### src/inc/rfsm_pkg.sv
package rfsm_pkg;

  // Register offsets on the device's internal register port
  localparam logic [7:0] RFSM_MASK1_ADDR = 8'hA2;
  localparam logic [7:0] RFSM_MASK2_ADDR = 8'hA3;

  // Reset values vary by factory option; these are the plain defaults
  localparam logic [7:0] RFSM_MASK1_RST = 8'h00;
  localparam logic [7:0] RFSM_MASK2_RST = 8'h20;

  // Writable bits of the second mask register (bit 7 reads as zero)
  localparam logic [7:0] RFSM_MASK2_WMASK = 8'h7F;

  // Read answer for an unmapped offset
  localparam logic [7:0] RFSM_UNMAPPED_RD = 8'h00;

  // Read data register value while reset is held
  localparam logic [7:0] RFSM_RDATA_RST = 8'h00;

  // Bit positions of the first mask register and of the fault vector
  localparam int RFSM_BIT_LINEAR_A_TWO = 7;
  localparam int RFSM_BIT_SWITCH_A_ONE = 6;
  localparam int RFSM_BIT_STEP_DOWN_SIX = 5;
  localparam int RFSM_BIT_STEP_DOWN_FIVE = 4;
  localparam int RFSM_BIT_STEP_DOWN_FOUR = 3;
  localparam int RFSM_BIT_STEP_DOWN_THREE = 2;
  localparam int RFSM_BIT_STEP_DOWN_TWO = 1;
  localparam int RFSM_BIT_STEP_DOWN_ONE = 0;

  localparam int RFSM_RAIL_COUNT = 8;

  // One register access from the serial control logic
  typedef struct packed {
    logic wr;
    logic [7:0] addr;
    logic [7:0] wdata;
  } rfsm_reg_req_t;

  // Whole state of the top module
  typedef struct packed {
    logic [7:0] mask1;
    logic [7:0] mask2;
    logic [7:0] rdata;
    logic shutdown;
  } rfsm_state_t;

endpackage

### src/verilog/rfsm_top.sv
module rfsm_top
  import rfsm_pkg::*;
#(
  parameter logic [7:0] MASK1_RESET = RFSM_MASK1_RST,
  parameter logic [7:0] MASK2_RESET = RFSM_MASK2_RST
) (
  // Clock and reset
  input wire logic clock,
  input wire logic rst_n,
  // Register port from the serial control logic
  input wire rfsm_reg_req_t reg_req,
  output logic [7:0] reg_rdata,
  // Rail fault levels from the regulators
  input wire logic [RFSM_RAIL_COUNT-1:0] rail_fault,
  // Shutdown request to the sequencer
  output logic shutdown_req
);

  rfsm_state_t st_r;
  rfsm_state_t st_nxt;
  logic [RFSM_RAIL_COUNT-1:0] flt_s;
  logic [RFSM_RAIL_COUNT-1:0] flt_live;

  rfsm_fault_sync #(
    .WIDTH(RFSM_RAIL_COUNT)
  ) u_sync (
    .clock(clock),
    .rst_n(rst_n),
    .fault_async(rail_fault),
    .fault_sync(flt_s)
  );

  // Per-rail gate: a set bit of the first mask keeps that fault off the shutdown path
  genvar gi;
  generate
    for (gi = 0; gi < RFSM_RAIL_COUNT; gi++) begin : g_gate
      assign flt_live[gi] =
        flt_s[gi] & ~st_r.mask1[gi];
    end
  endgenerate

  always_comb begin
    st_nxt = st_r;
    if (reg_req.wr && reg_req.addr == RFSM_MASK1_ADDR) begin
      st_nxt.mask1 = reg_req.wdata;
    end
    if (reg_req.wr && reg_req.addr == RFSM_MASK2_ADDR) begin
      st_nxt.mask2 = reg_req.wdata & RFSM_MASK2_WMASK;
    end
    case (reg_req.addr)
      RFSM_MASK1_ADDR: st_nxt.rdata = st_r.mask1;
      RFSM_MASK2_ADDR: st_nxt.rdata = st_r.mask2;
      default: st_nxt.rdata = RFSM_UNMAPPED_RD;
    endcase
    st_nxt.shutdown = |flt_live;
  end

  always_ff @(posedge clock or negedge rst_n) begin
    if (!rst_n) begin
      st_r.mask1 <= MASK1_RESET;
      st_r.mask2 <= MASK2_RESET;
      st_r.rdata <= RFSM_RDATA_RST;
      st_r.shutdown <= 1'b0;
    end else begin
      st_r <= st_nxt;
    end
  end

  assign reg_rdata = st_r.rdata;
  assign shutdown_req = st_r.shutdown;
endmodule // rfsm_top

### src/verilog/rfsm_fault_sync.sv
module rfsm_fault_sync #(
  parameter int WIDTH = 8
) (
  // Clock and reset
  input wire logic clock,
  input wire logic rst_n,
  // Asynchronous fault levels in, synchronised levels out
  input wire logic [WIDTH-1:0] fault_async,
  output logic [WIDTH-1:0] fault_sync
);

  typedef struct packed {
    logic [WIDTH-1:0] meta;
    logic [WIDTH-1:0] stable;
  } rfsm_sync_state_t;

  rfsm_sync_state_t st_r;
  rfsm_sync_state_t st_nxt;

  // First stage feeds only the second stage
  always_comb begin
    st_nxt = st_r;
    st_nxt.meta = fault_async;
    st_nxt.stable = st_r.meta;
  end

  always_ff @(posedge clock or negedge rst_n) begin
    if (!rst_n) begin
      st_r <= '0;
    end else begin
      st_r <= st_nxt;
    end
  end

  assign fault_sync = st_r.stable;

endmodule // rfsm_fault_sync

### config.mk
export PLATFORM = sky130hd
export DESIGN_NAME = rfsm_top
export DESIGN_NICKNAME = d
export VERILOG_FILES = /design/src/inc/rfsm_pkg.sv /design/src/verilog/rfsm_top.sv /design/src/verilog/rfsm_fault_sync.sv
export SDC_FILE = /design/constraint.sdc
export NUM_CORES = 1
export LEC_CHECK = 0
export BUFFER_PORTS_ARGS = -buffer_cell sky130_fd_sc_hd__buf_2
export CAP_MARGIN = 20
export CORE_MARGIN = 8
export CORE_UTILIZATION = 55
export CTS_CLUSTER_DIAMETER = 80
export DETAILED_ROUTE_END_ITERATION = 8
export PLACE_DENSITY = 0.81
export SYNTH_ARGS = -nofsm -noshare
export SYNTH_HDL_FRONTEND = slang
export SYNTH_SLANG_ARGS = --single-unit
### constraint.sdc
create_clock -name clock -period 2.5 [get_ports clock]
set_input_delay 0.5 -clock clock [delete_from_list [all_inputs] [get_ports clock]]
set_output_delay 0.5 -clock clock [all_outputs]
set_load 0.02 [all_outputs]
* Word-level counts from Yosys, hierarchy flattened
Cells that the tools add are included.
Storage, ports and cells: output and inout port bits 9, word-level logic and storage cells 28, bits of input ports 27, bits in registers 40
Operators by class: reduce and logical (&&, ||, !) cells 3, mux-type cells 1, bitwise operators 16, equal/unequal tests 2
Operator list (count):
- == test 8 bit (second input constant) | 2
- one-hot mux 8 bit (2 select lines) | 1
- AND 1 bit | 8
- inverter 1 bit | 8
- OR reduction 8 bit | 1
- logical AND 1 bit | 2

* Logic depth before layout (Yosys ltp)
word-level depth 3, mapped depth 4, mapped depth without buffers 3

* Modules after synthesis
From an unflattened synthesis, not the netlist that was laid out.
Second synthesis, totals: cells, all modules 98, area, all modules 1525.2 µm²
Modules (own cells, without submodules):
- rfsm_top | area each 1124.8 µm², seq. area each 601.8 µm², cells each 82, times used 1
- rfsm_fault_sync | area each 400.4 µm², seq. area each 400.4 µm², cells each 16, times used 1

* Worst setup path after synthesis
OpenSTA, ideal clock, no wires.
path kind in2reg, from in reg_req[10] in the netlist's numbering, to reg st_r[10] in the netlist's numbering, arrival 1476 ps, stages 4, path buffers 1, required time 2375 ps, library setup time 125 ps, path slack 899 ps, path through and4bb_4 > and4_4 > buf_12 > mux2_4
On the way: word-level cells in the longest chain between the ends 2
RTL lines:
- start, declared | line rfsm_top.sv:11 | input wire rfsm_reg_req_t reg_req,
- == test 8 bit | line rfsm_top.sv:47 | if (reg_req.wr && reg_req.addr == RFSM_MASK2_ADDR) begin
- logical AND 1 bit | line rfsm_top.sv:47
- end signal, assigned | line rfsm_top.sv:65 | st_r <= st_nxt;
- end, declared | line rfsm_top.sv:19 | rfsm_state_t st_r;
Every way passes these cells. A chain may end at the register's enable or synchronous reset.

* Final worst setup path
from in reg_req[10] in the netlist's numbering, to reg st_r[12] in the netlist's numbering
Same word-level chain as after synthesis.

==> results.md <==
- The complex-gate fraction of the synthesized area is under 10%.
- The category of the critical setup timing path is in -> reg.
- Setup repair after global routing left no endpoint under its margin.
- Summing the areas of all fa, ha and maj instances in the mapped netlist gives 0% of the synthesized area.
- The region available for standard cell placement spans 2690 um2.
- For this design the ratio of total power to cell area is about 670 nW/um2.
- Setup violations remaining at the end of the flow were counted as 0.
- The number of distinct library cells after synthesis is 17.
- Max-cap violations in this run came to 0.
- The via count of the first global-routing pass is 933.
- In this run the worst path has a maximum fanout of 7.
- Cells with a size suffix above 1 make up 47.3% of the layout.
- The I/O pin total is 36.
- The final routed DRC violation total is 0.
- The sequential cell area is 1000 um2.
- The peak ir drop on the vdd network is between 0.5 and 0.6 mV.
- Before antenna repair, the detailed router went through 3 iterations.
- The highest achievable clock rate is 0.724 GHz.
- The clock tree skew after final layout is 0.00726 ns.
- The slack of the worst reg-to-reg path is 1.37 ns.
- The number of endpoints with negative hold slack in the final report was 0.
- In this run the worst setup path begins at reg_req[10].
- The worst setup path is launched from a primary input.
- The footprint of the multi-input gates is 405 um2.
- The number of nets in the synthesized netlist is around 130.
- Leaving out fill and tap cells, the most frequent cells in the layout are dfrtp_1 (39), buf_2 (35), inv_1 (8), mux2_2 (8).
- The cell area that synthesis handed to floorplanning was 1530 um2.
- The worst hold path belongs to the class in -> async.
- The post-synthesis sequential element count is 40.
- Dividing the detail-routed wire length by the instance count gives 15.3 um.
- The analysis attributes to cell leakage a power of 0.930 nW.
- The worst pin sits at a relative slew slack of 43.9%.
- The clock reaches the later pin of the worst-skew pair after 0.33 ns.
- The count of buffers added on input and output ports is 35.
- The fraction of the yosys area taken by sequential cells is 65.7%.
- The post-cts resize count is 0.
- After layout, the worst setup slack is 1.12 ns.
- In this run, placement finished with an instance count of 154.
- The first routing iteration left 34 violations.
- Setup total negative slack on the finished layout was measured at 0 ns.
- The mean instance size in the synthesized netlist is 15.6 um2.
- The mux share of post-synthesis cell area is between 10% and 20%.
- The number of max-slew violations in the final report came to 0.
- The global placer's final weighted congestion is 0.709.
- The die is between 60 and 70 um tall.
- The clock transition at the registers of the reported paths is 0.10 ns.
- The number of buffers between clock root and the deepest sink is 2.
- The count of fill cells added during filler insertion is 203.
- Buffers inserted to repair hold after CTS numbered 0.
- After synthesis, the largest family of logic cells by area is multiplexers.
- The aggregate global-route resource usage is 11.9%.
- The routed design could run at a clock period as short as 1.38 ns.
- The non-filler instance count after layout is 162.
- Detailed routing inserted a total of around 800 vias.
- At the worst endpoint, the required time is 2.73 ns.
- In the finished design, the share of the clock period the worst path needs comes to 55.2%.
- The total power is 1.15 mW.
- The cell row count is 19.
- Summing the areas of all and, or, nand and nor instances in the mapped netlist gives 7.55% of the synthesized area.
- The CTS tree is yes.
- The die covers 4710 um2.
- The buffers inserted during post-CTS setup optimization is 0.
- After technology mapping, the gate count stands at 98.
- The initial antenna violation count is 0.
- The most common library cell in the layout ignoring fill and taps is dfrtp_1.
- In this run the horizontal extent of the chip is between 60 and 70 um.
- For this run, the post-layout net count is 157.
- The CTS root buffer is clkbuf_4.
- The worst reg2reg path startpoint is st_r[17]$_DFFE_PN0P_.
- The remaining antenna violation count is 0.
- The number of levels the H-tree was split into is 2.
- Entering global routing, the biggest net connects 41 pins.
- The share of the synthesized area in the top cell type is 64.0%.
- The routed wire length is 2480 um.
- Ranked by total cell area, the synthesized netlist is headed by dfrtp_1 (64%), mux2_4 (6.9%), mux2_2 (5.9%).
- For the pin with the worst max-slew slack, the measured transition is 0.842 ns.
- The detailed placer's ending HPWL is between 1500 and 2000 um.
- The synthesized-area fraction occupied by xor and xnor cells is 0%.
- The run finished with clean final reports.
- For this configuration, the core starts out at a cell density of 56.8%.
- The first-pass GRT wire length is 4060 um.
- From synthesis to final layout, the design area changed by 13.3%.
- The arrival time at the worst endpoint is 1.61 ns.
- The kind of end point of the critical path is a register.
- Of all cell types, the one taking the most synthesized area is dfrtp_1.
- The number of CTS-inserted buffers is 5.
- The via density per instance is slightly below 5.
- For this run the aggregate overflow at the end of global routing stands at 0.
- The worst setup timing slack at the placement stage is 0.751 ns.
- The number of inserted diodes is 0.
- The clock drives 40 sinks.
- The total of warnings raised by yosys is 0.
-- layout make-up --
type / count / share of cell area [%]
clock buffers: 6 / 2.39
clock inverters: 2 / 2.03
inverters: 8 / 1.74
multi-input cells: 40 / 23.5
flip-flops and latches: 40 / 58.0
well taps: 31 / 2.24
repair buffers: 35 / 10.1
-- cells in the mapped netlist --
cell type  instances
inv_1              8
mux2_2             8
nand4b_4           1
dfrtp_1           39
buf_12             1
and4bb_4           1
mux2_4             7
buf_4              9
mux2i_1            7
or4_1              1
and4_4             1
nor3b_1            1
nor3b_4            1
nor2_1             7
dfstp_2            1
nand2_1            1
o22ai_1            4
-- registers in the layout, indices dropped and copies added (netlist names) --
register           flops
reg_rdata              8
shutdown_req           1
st_r                  15
u_sync.fault_sync      8
u_sync.st_nxt          8
-- worst paths after layout --
path                                                   to  cells past startpoint
setup / recovery                     st_r[12]$_DFFE_PN0P_                      4
hold / removal                 u_sync.st_nxt[4]$_DFF_PN0_                      1
setup reg to reg                   shutdown_req$_DFF_PN0_                      2
hold reg to reg            u_sync.fault_sync[5]$_DFF_PN0_                      0
max in group asynchronous            st_r[20]$_DFFE_PN0P_                      1
min in group clock             u_sync.st_nxt[2]$_DFF_PN0_                      1
-- per-layer routing --
metal | wire, um | GRT usage, %
met2 | 1110 | 18.5
met5 | 0 | 0
met3 | 335 | 5.49
met1 | 978 | 12.9
met4 | 56 | 7.67
-- stage by stage --
stage / cell area (um2) / hold slack (ns) / utilization, %
after CTS: 1730 / 0.245 / 64.3
after detailed placement: 1650 / 0.335 / 61.5
final: 1730 / 0.261 / 64.3
after global routing: 1730 / 0.224 / 64.3
after floorplan: 1530 / 0.204 / -
after global placement: 1650 / 0.332 / 61.5
-- report_power, final --
| part | internal, mW | total [mW] | switching (mW) |
|---|---|---|---|
| Clock | 0.210 | 0.399 | 0.189 |
| Sequential | 0.672 | 0.683 | 0.0111 |
| Combinational | 0.0369 | 0.0694 | 0.0325 |
| Total | 0.918 | 1.15 | 0.233 |
-- worst max-delay path, stage by stage --
cell      delay (ns)
buf_2           0.09
and4bb_4        0.35
and4_4          0.34
mux2_4          0.32
-- kinds of logic after synthesis --
family                 Yosys count
DFF                             40
muxes                           22
buffers and inverters           18
and+or+nand+nor                 14
AOI/OAI and AO/OA                4
Note: power is estimated with default switching activity, not from simulation.
